[src/ebutp_pkg.sv]
/*
 * Shared constants of the eight-bit up-counting timer with prescaler:
 * register addresses, field positions, reset values and widths.
 * Assumes the single-clock register port of the timer top module.
 */
package ebutp_pkg;

	// Data and address widths of the register port
	localparam int unsigned EBUTP_DATA_W      = 8;
	localparam int unsigned EBUTP_ADDR_W      = 3;
	localparam int unsigned EBUTP_RATIO_W     = 3;

	// Register addresses
	localparam logic [2:0]  EBUTP_ADDR_COUNT  = 3'h0;  // Live count, load on write
	localparam logic [2:0]  EBUTP_ADDR_MODE   = 3'h1;  // Timer mode register
	localparam logic [2:0]  EBUTP_ADDR_PCON   = 3'h2;  // Power control register one
	localparam logic [2:0]  EBUTP_ADDR_IFLAG  = 3'h3;  // Interrupt flag register
	localparam logic [2:0]  EBUTP_ADDR_IENA   = 3'h4;  // Interrupt enable register

	// Field positions in the timer mode register
	localparam int unsigned EBUTP_MODE_LOW_SPEED_BIT = 7;
	localparam int unsigned EBUTP_MODE_SOURCE_BIT    = 5;
	localparam int unsigned EBUTP_MODE_EDGE_BIT      = 4;
	localparam int unsigned EBUTP_MODE_ASSIGN_BIT    = 3;
	localparam int unsigned EBUTP_MODE_RATIO_LSB     = 0;

	// Field positions in the other registers
	localparam int unsigned EBUTP_PCON_GIE_BIT       = 7;
	localparam int unsigned EBUTP_PCON_ENABLE_BIT    = 0;
	localparam int unsigned EBUTP_IFLAG_OVF_BIT      = 0;
	localparam int unsigned EBUTP_IENA_OVF_BIT       = 0;

	// Reset values
	localparam logic [7:0]  EBUTP_COUNT_RESET = 8'h00;
	localparam logic [7:0]  EBUTP_MODE_RESET  = 8'h08;  // Prescaler on the watchdog
	localparam logic [7:0]  EBUTP_ZERO_BYTE   = 8'h00;
	localparam logic [7:0]  EBUTP_COUNT_MAX   = 8'hff;
	localparam logic [7:0]  EBUTP_COUNT_STEP  = 8'h01;

endpackage

[src/ebutp_prescaler.sv]
/*
 * Shared power-of-two prescaler. Divides a one-cycle tick stream by
 * 2 to 2**WIDTH, chosen by a ratio field, and clears on request.
 * Assumes ticks are single-cycle pulses synchronous to clk_in.
 */
`timescale 1ns/100ps

module ebutp_prescaler
	import ebutp_pkg::*;
#(
	parameter int unsigned WIDTH   = 8,
	parameter int unsigned RATIO_W = 3
)
(
	input  wire logic               clk_in,
	input  wire logic               rst_in,
	input  wire logic               tick_in,
	input  wire logic               clear_in,
	input  wire logic [RATIO_W-1:0] ratio_in,
	output logic                    tick_out
);

	logic [WIDTH-1:0] count_reg;
	logic [WIDTH-1:0] count_next;
	logic [WIDTH-1:0] ratio_mask;
	logic             terminal;

	////////////////////////////////////////////////////////////////////////
	// Mask of the low count bits that must all be one for a ratio
	genvar i;
	generate
		for (i = 0; i < WIDTH; i++)
		begin : g_mask
			assign ratio_mask[i] = (ratio_in >= RATIO_W'(i));
		end
	endgenerate

	// Output fires on the tick that completes one division period
	assign terminal   = ((count_reg & ratio_mask) == ratio_mask);
	assign tick_out   = tick_in & terminal;
	assign count_next = clear_in ? WIDTH'(0) :
	                    tick_in  ? count_reg + WIDTH'(1) : count_reg;

	////////////////////////////////////////////////////////////////////////
	// Free-running divider count; clear wins so an assignment to the timer starts clean
	always_ff @(posedge clk_in)
	begin
		if (rst_in)
			count_reg <= '0;
		else
			count_reg <= count_next;
	end

endmodule

[src/ebutp_timer.sv]
/*
 * Eight-bit up-counting timer with selectable count source, edge
 * select, shared prescaler, sticky overflow flag and interrupt request.
 * Assumes a single 25 MHz clock, a synchronous active-high reset, and
 * that all pin and oscillator inputs are already synchronous to clk_in.
 */

`timescale 1ns/100ps

module ebutp_timer
	import ebutp_pkg::*;
#(
	parameter int unsigned COUNT_W = 8,
	parameter int unsigned PRE_W   = 8
)
(
	input  wire logic                    clk_in,
	input  wire logic                    rst_in,
	input  wire logic [EBUTP_ADDR_W-1:0] addr_in,
	input  wire logic [EBUTP_DATA_W-1:0] wr_data_in,
	input  wire logic                    wr_in,
	input  wire logic                    rd_in,
	output logic      [EBUTP_DATA_W-1:0] rd_data_out,
	input  wire logic                    instr_tick_in,
	input  wire logic                    external_count_pin_in,
	input  wire logic                    internal_low_rc_osc_in,
	input  wire logic                    external_low_crystal_in,
	input  wire logic                    low_crystal_config_in,
	input  wire logic                    watchdog_tick_in,
	output logic                         watchdog_tick_out,
	output logic                         irq_out
);

	////////////////////////////////////////////////////////////////////////
	// Software-visible state
	logic [COUNT_W-1:0]      count_reg;
	logic [COUNT_W-1:0]      count_next;
	logic [EBUTP_DATA_W-1:0] timer_mode_register;
	logic                    timer_enable_reg;
	logic                    global_interrupt_enable_reg;
	logic                    timer_overflow_flag_reg;
	logic                    timer_overflow_flag_next;
	logic                    timer_interrupt_enable_reg;

	// Outputs and edge history
	logic [EBUTP_DATA_W-1:0] rd_data_reg;
	logic [EBUTP_DATA_W-1:0] rd_data_next;
	logic                    irq_reg;
	logic                    watchdog_tick_reg;
	logic                    level_prev_reg;

	// Decoded fields of the mode register
	logic                     count_source_select;
	logic                     low_speed_source_select;
	logic                     count_edge_select;
	logic                     prescaler_assign;
	logic [EBUTP_RATIO_W-1:0] prescaler_ratio_select;

	// Address decode
	logic wr_count;
	logic wr_mode;
	logic wr_pcon;
	logic wr_iflag;
	logic wr_iena;

	// Count path: level mux, edge detector, prescaler and the final
	// enable gate, in the order a source event travels through them
	logic low_speed_level;
	logic source_level;
	logic rise_seen;
	logic fall_seen;
	logic pin_event;
	logic source_tick;
	logic pre_in_tick;
	logic pre_out_tick;
	logic pre_clear;
	logic count_event;
	logic overflow;

	////////////////////////////////////////////////////////////////////////
	// Mode register fields
	assign count_source_select     = timer_mode_register[EBUTP_MODE_SOURCE_BIT];
	assign low_speed_source_select = timer_mode_register[EBUTP_MODE_LOW_SPEED_BIT];
	assign count_edge_select       = timer_mode_register[EBUTP_MODE_EDGE_BIT];
	assign prescaler_assign        = timer_mode_register[EBUTP_MODE_ASSIGN_BIT];
	assign prescaler_ratio_select  =
		timer_mode_register[EBUTP_MODE_RATIO_LSB +: EBUTP_RATIO_W];

	// Register map, every register one byte:
	//   count  live count; a write loads it, a read leaves it untouched
	//   mode   [7] low-speed source, [5] external source or instruction tick, [4] falling edge,
	//          [3] prescaler on the watchdog, [2:0] divide by 2**(field+1)
	//   pcon   [7] global interrupt enable, [0] timer enable
	//   iflag  [0] overflow flag; writing 0 clears it, writing 1 forces it
	//   iena   [0] overflow interrupt enable
	// Any other address reads zero and swallows writes.

	// Write strobes per register
	assign wr_count = wr_in & (addr_in == EBUTP_ADDR_COUNT);
	assign wr_mode  = wr_in & (addr_in == EBUTP_ADDR_MODE);
	assign wr_pcon  = wr_in & (addr_in == EBUTP_ADDR_PCON);
	assign wr_iflag = wr_in & (addr_in == EBUTP_ADDR_IFLAG);
	assign wr_iena  = wr_in & (addr_in == EBUTP_ADDR_IENA);

	////////////////////////////////////////////////////////////////////////
	// Source selection. The low-speed oscillator choice is a strap, so it
	// only steers a mux and is never stored here.
	assign low_speed_level = low_crystal_config_in ? external_low_crystal_in
	                                               : internal_low_rc_osc_in;
	assign source_level    = low_speed_source_select ? low_speed_level
	                                                 : external_count_pin_in;

	// Levels are sampled once per clock: a source pulse shorter than one
	// clock period is lost outright, and no prescaler setting recovers it.
	// Edge detection on the chosen level; edge bit picks the direction
	assign rise_seen   = source_level & ~level_prev_reg;
	assign fall_seen   = ~source_level & level_prev_reg;
	assign pin_event   = count_edge_select ? fall_seen : rise_seen;
	assign source_tick = count_source_select ? pin_event : instr_tick_in;

	// Prescaler input: watchdog tick when the assign bit is set, else the timer source
	assign pre_in_tick = prescaler_assign ? watchdog_tick_in : source_tick;

	// Any instruction writing zero to the assign bit restarts the divider
	assign pre_clear = wr_mode & ~wr_data_in[EBUTP_MODE_ASSIGN_BIT];

	// Undivided when the prescaler serves the watchdog. A disabled timer
	// drops events rather than saving them up for later.
	assign count_event = timer_enable_reg &
	                     (prescaler_assign ? source_tick : pre_out_tick);

	////////////////////////////////////////////////////////////////////////
	// Shared prescaler. It divides whichever stream the assign bit hands it,
	// so timer and watchdog never share a division period. A slow oscillator
	// source is best run with a ratio of eight or more so that a late edge
	// only delays the count instead of costing one.
	ebutp_prescaler #(
		.WIDTH   (PRE_W),
		.RATIO_W (EBUTP_RATIO_W)
	) u_prescaler (
		.clk_in   (clk_in),
		.rst_in   (rst_in),
		.tick_in  (pre_in_tick),
		.clear_in (pre_clear),
		.ratio_in (prescaler_ratio_select),
		.tick_out (pre_out_tick)
	);

	////////////////////////////////////////////////////////////////////////
	// Count update. A software load in the same cycle as a count event
	// wins, so the written value is exactly what software reads back.
	assign overflow   = count_event & (count_reg == COUNT_W'(EBUTP_COUNT_MAX));
	assign count_next = wr_count    ? COUNT_W'(wr_data_in) :
	                    count_event ? count_reg + COUNT_W'(EBUTP_COUNT_STEP) :
	                    count_reg;

	// Overflow flag: hardware set beats a simultaneous software clear
	assign timer_overflow_flag_next =
		overflow ? 1'b1 :
		wr_iflag ? wr_data_in[EBUTP_IFLAG_OVF_BIT] :
		timer_overflow_flag_reg;

	////////////////////////////////////////////////////////////////////////
	// Read mux; unmapped addresses read as zero. Reads have no side effect.
	// The result is registered, so data appear the cycle after the strobe
	// and drop back to zero one cycle later.
	always_comb
	begin
		rd_data_next = EBUTP_ZERO_BYTE;
		case (addr_in)
			EBUTP_ADDR_COUNT:
			begin
				rd_data_next = EBUTP_DATA_W'(count_reg);
			end
			EBUTP_ADDR_MODE:
			begin
				rd_data_next = timer_mode_register;
			end
			EBUTP_ADDR_PCON:
			begin
				rd_data_next[EBUTP_PCON_GIE_BIT]    = global_interrupt_enable_reg;
				rd_data_next[EBUTP_PCON_ENABLE_BIT] = timer_enable_reg;
			end
			EBUTP_ADDR_IFLAG:
			begin
				rd_data_next[EBUTP_IFLAG_OVF_BIT] = timer_overflow_flag_reg;
			end
			EBUTP_ADDR_IENA:
			begin
				rd_data_next[EBUTP_IENA_OVF_BIT] = timer_interrupt_enable_reg;
			end
			default:
			begin
				rd_data_next = EBUTP_ZERO_BYTE;
			end
		endcase
	end

	////////////////////////////////////////////////////////////////////////
	// Counter and flag. Both share one process so a wrap and the flag it
	// raises always land on the same clock edge.
	always_ff @(posedge clk_in)
	begin
		if (rst_in)
		begin
			count_reg               <= COUNT_W'(EBUTP_COUNT_RESET);
			timer_overflow_flag_reg <= 1'b0;
		end
		else
		begin
			count_reg               <= count_next;
			timer_overflow_flag_reg <= timer_overflow_flag_next;
		end
	end

	////////////////////////////////////////////////////////////////////////
	// Configuration registers. A new ratio applies from the next tick on;
	// the divider itself only restarts on a write with the assign bit clear.
	always_ff @(posedge clk_in)
	begin
		if (rst_in)
			timer_mode_register <= EBUTP_MODE_RESET;
		else if (wr_mode)
			timer_mode_register <= wr_data_in;
	end

	// Power control: global interrupt enable and timer enable.
	// Clearing the timer enable freezes the count where it stands.
	always_ff @(posedge clk_in)
	begin
		if (rst_in)
		begin
			global_interrupt_enable_reg <= 1'b0;
			timer_enable_reg            <= 1'b0;
		end
		else if (wr_pcon)
		begin
			global_interrupt_enable_reg <= wr_data_in[EBUTP_PCON_GIE_BIT];
			timer_enable_reg            <= wr_data_in[EBUTP_PCON_ENABLE_BIT];
		end
	end

	// Interrupt enable acts as the mask of the flag register.
	// Masking hides the request only; the flag itself keeps its state.
	always_ff @(posedge clk_in)
	begin
		if (rst_in)
			timer_interrupt_enable_reg <= 1'b0;
		else if (wr_iena)
			timer_interrupt_enable_reg <= wr_data_in[EBUTP_IENA_OVF_BIT];
	end

	////////////////////////////////////////////////////////////////////////
	// Edge history tracks the selected level every cycle, so a mux change
	// can itself look like an edge; software should reconfigure disabled.
	always_ff @(posedge clk_in)
	begin
		if (rst_in)
			level_prev_reg <= 1'b0;
		else
			level_prev_reg <= source_level;
	end

	////////////////////////////////////////////////////////////////////////
	// Registered outputs. Interrupt lags the flag by one cycle; the
	// extra cycle buys glitch-free pins at the cost of response time.
	// The watchdog tick is a one-cycle pulse, one clock after its input.
	always_ff @(posedge clk_in)
	begin
		if (rst_in)
		begin
			rd_data_reg       <= EBUTP_ZERO_BYTE;
			irq_reg           <= 1'b0;
			watchdog_tick_reg <= 1'b0;
		end
		else
		begin
			rd_data_reg       <= rd_in ? rd_data_next : EBUTP_ZERO_BYTE;
			irq_reg           <= timer_overflow_flag_reg &
			                     timer_interrupt_enable_reg &
			                     global_interrupt_enable_reg;
			watchdog_tick_reg <= prescaler_assign & pre_out_tick;
		end
	end

	assign rd_data_out       = rd_data_reg;
	assign irq_out           = irq_reg;
	assign watchdog_tick_out = watchdog_tick_reg;

endmodule

[config.mk]
export PLATFORM = sky130hd
export DESIGN_NAME = ebutp_timer
export DESIGN_NICKNAME = d
export VERILOG_FILES = /design/src/ebutp_pkg.sv /design/src/ebutp_prescaler.sv /design/src/ebutp_timer.sv
export SDC_FILE = /design/constraint.sdc
export NUM_CORES = 1
export LEC_CHECK = 0
export BUFFER_PORTS_ARGS = -buffer_cell sky130_fd_sc_hd__buf_4
export CORE_UTILIZATION = 39
export DETAILED_ROUTE_END_ITERATION = 6
export HOLD_SLACK_MARGIN = 0.15
export PLACE_DENSITY = 0.58
export SLEW_MARGIN = 20
export SYNTH_ARGS = -nofsm -noshare
export SYNTH_HDL_FRONTEND = slang
export SYNTH_HIERARCHICAL = 1
export SYNTH_SLANG_ARGS = --single-unit
[constraint.sdc]
create_clock -name clk_in -period 4.1 [get_ports clk_in]
set_input_delay 0.41 -clock clk_in [delete_from_list [all_inputs] [get_ports clk_in]]
set_output_delay 0.41 -clock clk_in [all_outputs]
set_load 0.01 [all_outputs]
# After elaboration in Yosys (flattened, before gate mapping)
# Index checks and enable logic that the tools add are counted.
op_classes:
  add_sub_neg: 2
  n_lt_le_gt_ge: 8
  n_eq_ne: 6
  muxes: 13
  bitwise: 19
  reduce_logical: 5
op_table:
  columns: ["op", "n"]
  rows:
  - ["8-bit by 1-bit adder with 8-bit output, second input constant", 2]
  - ["8-bit 2-to-1 mux", 2]
  - ["1-bit AND", 14]
  - ["3-bit >= comparator, second input constant", 4]
  - ["6-bit case mux with 2 select lines", 1]
  - ["8-bit AND", 1]
  - ["8-bit equality test", 1]
  - ["8-bit equality test, second input constant", 1]
  - ["1-bit 2-to-1 mux", 8]
  - ["3-bit by 2-bit equality test with 1-bit output, second input constant", 2]
  - ["3-bit by 1-bit >= comparator with 1-bit output, second input constant", 2]
  - ["3-bit by 2-bit >= comparator with 1-bit output, second input constant", 2]
  - ["1-bit case mux with 5 select lines", 1]
  - ["1-bit inverter", 4]
  - ["2-bit nonzero test", 2]
  - ["2-bit OR reduction", 2]
  - ["3-bit by 1-bit equality test with 1-bit output, second input constant", 1]
  - ["3-bit equality test, second input constant", 1]
  - ["3-bit logical NOT", 1]
  - ["1-bit case mux with 3 select lines", 1]
totals:
  register_bits: 39
  inputBits: 21
  out_inout_bits: 10

# Logic depth before layout (Yosys ltp)
logic_depth:
  word_depth: 12
  ltp_mapped: 15

# Modules after synthesis
# Netlist, hierarchy kept.
modules_own_cells:
  columns: ["mod", "instances", "cells_per_inst", "area_per_inst_um2", "seq_area_each_um2"]
  rows:
  - ["ebutp_timer", 1, 172, 1520.2, 620.6]
  - ["ebutp_prescaler", 1, 48, 396.6, 160.2]

# Worst setup path before layout
# No wires, ideal clock.
synth_timing:
  path_kind: "input -> register"
  start: "in low_crystal_config_in"
  end: "reg, netlist name count_reg[3]"
  setup_time_ns: 0.129
  t_arrival_ns: 2.601
  setup_slack_ns: 1.370
  path_stages: 15
  path_cell_list: "mux2i_1 > mux2i_2 > nand3_1 > o21ai_0 > o21ai_1 > buf_4 > nand2_1 > a31oi_1 > nand3_1 > a21oi_1 > or2_1 > nand2_1 > a21oi_2 > a221oi_1 > nor4_2"
synth_rtl:
  columns: ["item", "line_no", "source"]
  rows:
  - ["start, declared", "ebutp_timer.sv:28", "input wire logic low_crystal_config_in,"]

==> run_results.csv <==
group,metric,value,unit
clock_network,clkTransAtPathRegs,0.07,ns
die,start_util,40.6,%
die,die_h,72.1,µm
synthesis,synth-seq-cells,39,
finish,area_growth,17.9,%
setup_path,critPathLaunchType,"flip-flop",
timing,worst_pin_slew,0.659,ns
setup_path,path_cells,"nor3b_2 > mux2i_2 > nand3_1 > o21ai_0 > o21ai_1 > nand2_1 > a31oi_1 > nand3_1 > a21oi_1 > or2_1 > nand2_1 > a211oi_4 > mux2i_1 > a211oi_1",
global_routing,grt_use_met3,3.75,%
drt,vias,1591,
clock_network,cts_tree,"built",
drt,drc,0,
placement,gp_congestion,0.822,
clock_network,root_buffer,"clkbuf_8",
drt,drt_iter0_drc,65,
placement,place_ws,0.852,ns
clock_network,cts_setup_buffers,0,
clock_network,cts_sinks,39,
placement,hpwl,3100,µm
setup_path,cp_max_fo,8,
die,die_area,5200,µm²
timing,max_freq,0.309,GHz
setup_path,critPathSlowestCell,"dfxtp_1",
global_routing,antenna_found_initial,0,
synthesis,async_flop_share,0,%
outcome,outcome,"finished, final reports clean",
timing,hold_violations,0,
synthesis,synthCells,220,
clock_network,numCtsBuffers,5,
timing,setup_ws,0.859,ns
finish,diodes,0,
timing,period_needed,3.24,ns
setup_path,slowest_delay,0.51,ns
run,drv_cap,0,
timing,setup_tns,0,ns
setup_path,end_kind,"flip-flop",
synthesis,syn_area,1920,µm²
synthesis,yosysWarnings,6,
drt,viasPerCell,5.08,
finish,drive_above_1_share,19.5,%
drt,drtAntennaViolNets,0,
synthesis,synth_area_per_cell,8.71,µm²
synthesis,ys_types,48,
global_routing,grt_pass1_wl,7020,µm
die,rows,25,
die,coreArea,4720,µm²
finish,num-fill-cells,485,
timing,slew_violations,0,
synthesis,synth_nets,243,
die,pin_count,31,
drt,wl_per_cell,13.3,µm
clock_network,clock_latency,0.29,ns
setup_path,cp.arrival,3.39,ns
placement,portBuffers,30,
global_routing,use_met2,27.5,%
timing,finClkSkew,0.00623,ns
drt,wirelength,4160,µm
clock_network,cts_hold_buffers,0,
synthesis,synth_edf_count,0,
timing,slew_headroom,55.9,%
finish,fin_util,47.8,%
clock_network,clockBufferDepth,2,
drt,drt_first_pass_iters,4,
global_routing,gr-total-overflow,0,
timing,holdWs,0.345,ns
synthesis,synthFlopType,"dfxtp_1",
clock_network,htreeDepth,2,
power_and_ir_drop,finalPower,0.714,mW
global_routing,busiest_layer,"met2",
power_and_ir_drop,p_per_area,316,nW/µm²
timing,rsz0062_at_grt,"no",
global_routing,grt_pass1_vias,1408,
setup_path,critPathKind,"reg2reg",
synthesis,yosysSeqAreaShare,40.7,%
global_routing,grt_max_degree,28,
power_and_ir_drop,peakVddDrop,0.231,mV
timing,finalSetupViolCount,0,
die,die_x,72.1,µm
timing,fin_crit_sh,79.0,%
worst_hold_path,hp-class,"in2reg",
finish,fin_nets,270,
clock_network,post_cts_resized,0,
global_routing,grtUsageTotal,17.7,%
setup_path,worstPathRequired,4.25,ns
power_and_ir_drop,p_leak,0.872,nW
global_routing,use_met1,24.5,%
## power breakdown
part	internal [mW]	switching, mW	leakage [nW]	total (mW)
Combinational	0.0350	0.0384	0.520	0.0734
Clock	0.113	0.128	0.0361	0.241
Sequential	0.388	0.0115	0.316	0.400
## worst max-delay path: cells and delay by family (launching register included)
| family | cells | cell delay, ns |
|---|---|---|
| flops | 1 | 0.51 |
| simple gates | 6 | 0.91 |
| compound gates | 6 | 1.26 |
| mux | 2 | 0.40 |
## per-stage QoR
stage / cell area (µm²) / cells
detailed placement: 2180 / 307
finish: 2260 / 313
floorplan: 1920 / 220
global route: 2260 / 313
global placement: 2180 / 307
CTS: 2260 / 313
## logic make-up (layout without fill, tap and decap cells)
logic type | Yosys count | in the layout | synth area share [%]
AO/OA/AOI/OAI | 41 | 41 | 14.6
buffers and inverters | 14 | 40 | 3.00
multiplexers | 14 | 14 | 7.51
flip-flops | 39 | 39 | 40.7
adder cells (fa/ha/maj) | 2 | 2 | 1.31
AND/OR/NAND/NOR | 99 | 99 | 27.9
XOR/XNOR | 11 | 11 | 5.03
## layer usage
metal  routed length, µm  part of all wire [%]
met5                   0                     0
met4                  54                   1.3
met3                 141                   3.4
met2                1910                    46
met1                2050                    49
## layout by cell type (no fill, tap or decap), types with 2 or more instances in the layout
master and instances:
xnor2_1 7, nand4_1 7, buf_4 30, nand2_1 28, nor2_1 34, a31oi_1 3, dfxtp_1 39, clkbuf_8 5
a211oi_1 7, xor2_1 4, ha_1 2, a21oi_1 14, and4_1 2, o21ai_0 6, nand3_1 4, inv_1 4
or2_1 2, mux2i_1 13, and3_1 6
## final cells by class
| class | count | area, µm² | share of cell area [%] |
|---|---|---|---|
| multi-input combinational | 167 | 1080 | 47.7 |
| sequential | 39 | 781 | 34.6 |
| timing repair buffer | 30 | 225 | 9.97 |
| tap | 67 | 83.8 | 3.71 |
| clock buffer | 5 | 68.8 | 3.05 |
| inverter | 4 | 15.0 | 0.664 |
| clock inverter | 1 | 7.51 | 0.332 |
## Yosys cell counts, types with 2 or more instances
| library cell | number | area share, % |
|---|---|---|
| a211oi_1 | 7 | 2.7 |
| and4_1 | 2 | 0.91 |
| nand3_1 | 4 | 1.0 |
| or2_1 | 2 | 0.65 |
| o21ai_0 | 6 | 1.6 |
| clkbuf_1 | 8 | 1.6 |
| nand4_1 | 7 | 2.3 |
| nand2_1 | 28 | 5.5 |
| nor2_1 | 34 | 6.7 |
| mux2i_1 | 13 | 6.8 |
| dfxtp_1 | 39 | 41 |
| and3_1 | 6 | 2.0 |
| xor2_1 | 4 | 1.8 |
| ha_1 | 2 | 1.3 |
| inv_1 | 4 | 0.78 |
| a21oi_1 | 14 | 3.7 |
| xnor2_1 | 7 | 3.2 |
| a31oi_1 | 3 | 0.98 |
## worst paths after layout
| kind | from | endpoint | slack [ns] | depth (start not counted) |
|---|---|---|---|---|
| hold reg to reg | timer_mode_register[6] | timer_mode_register[6] | 0.46 | 2 |
| setup / recovery | timer_mode_register[7] | count_reg[1] | 0.86 | 14 |
| hold / removal | addr_in[2] | rd_data_out[7] | 0.34 | 2 |
| setup reg to reg | timer_mode_register[7] | count_reg[1] | 0.86 | 14 |
Power figures use the tool's default switching activity.
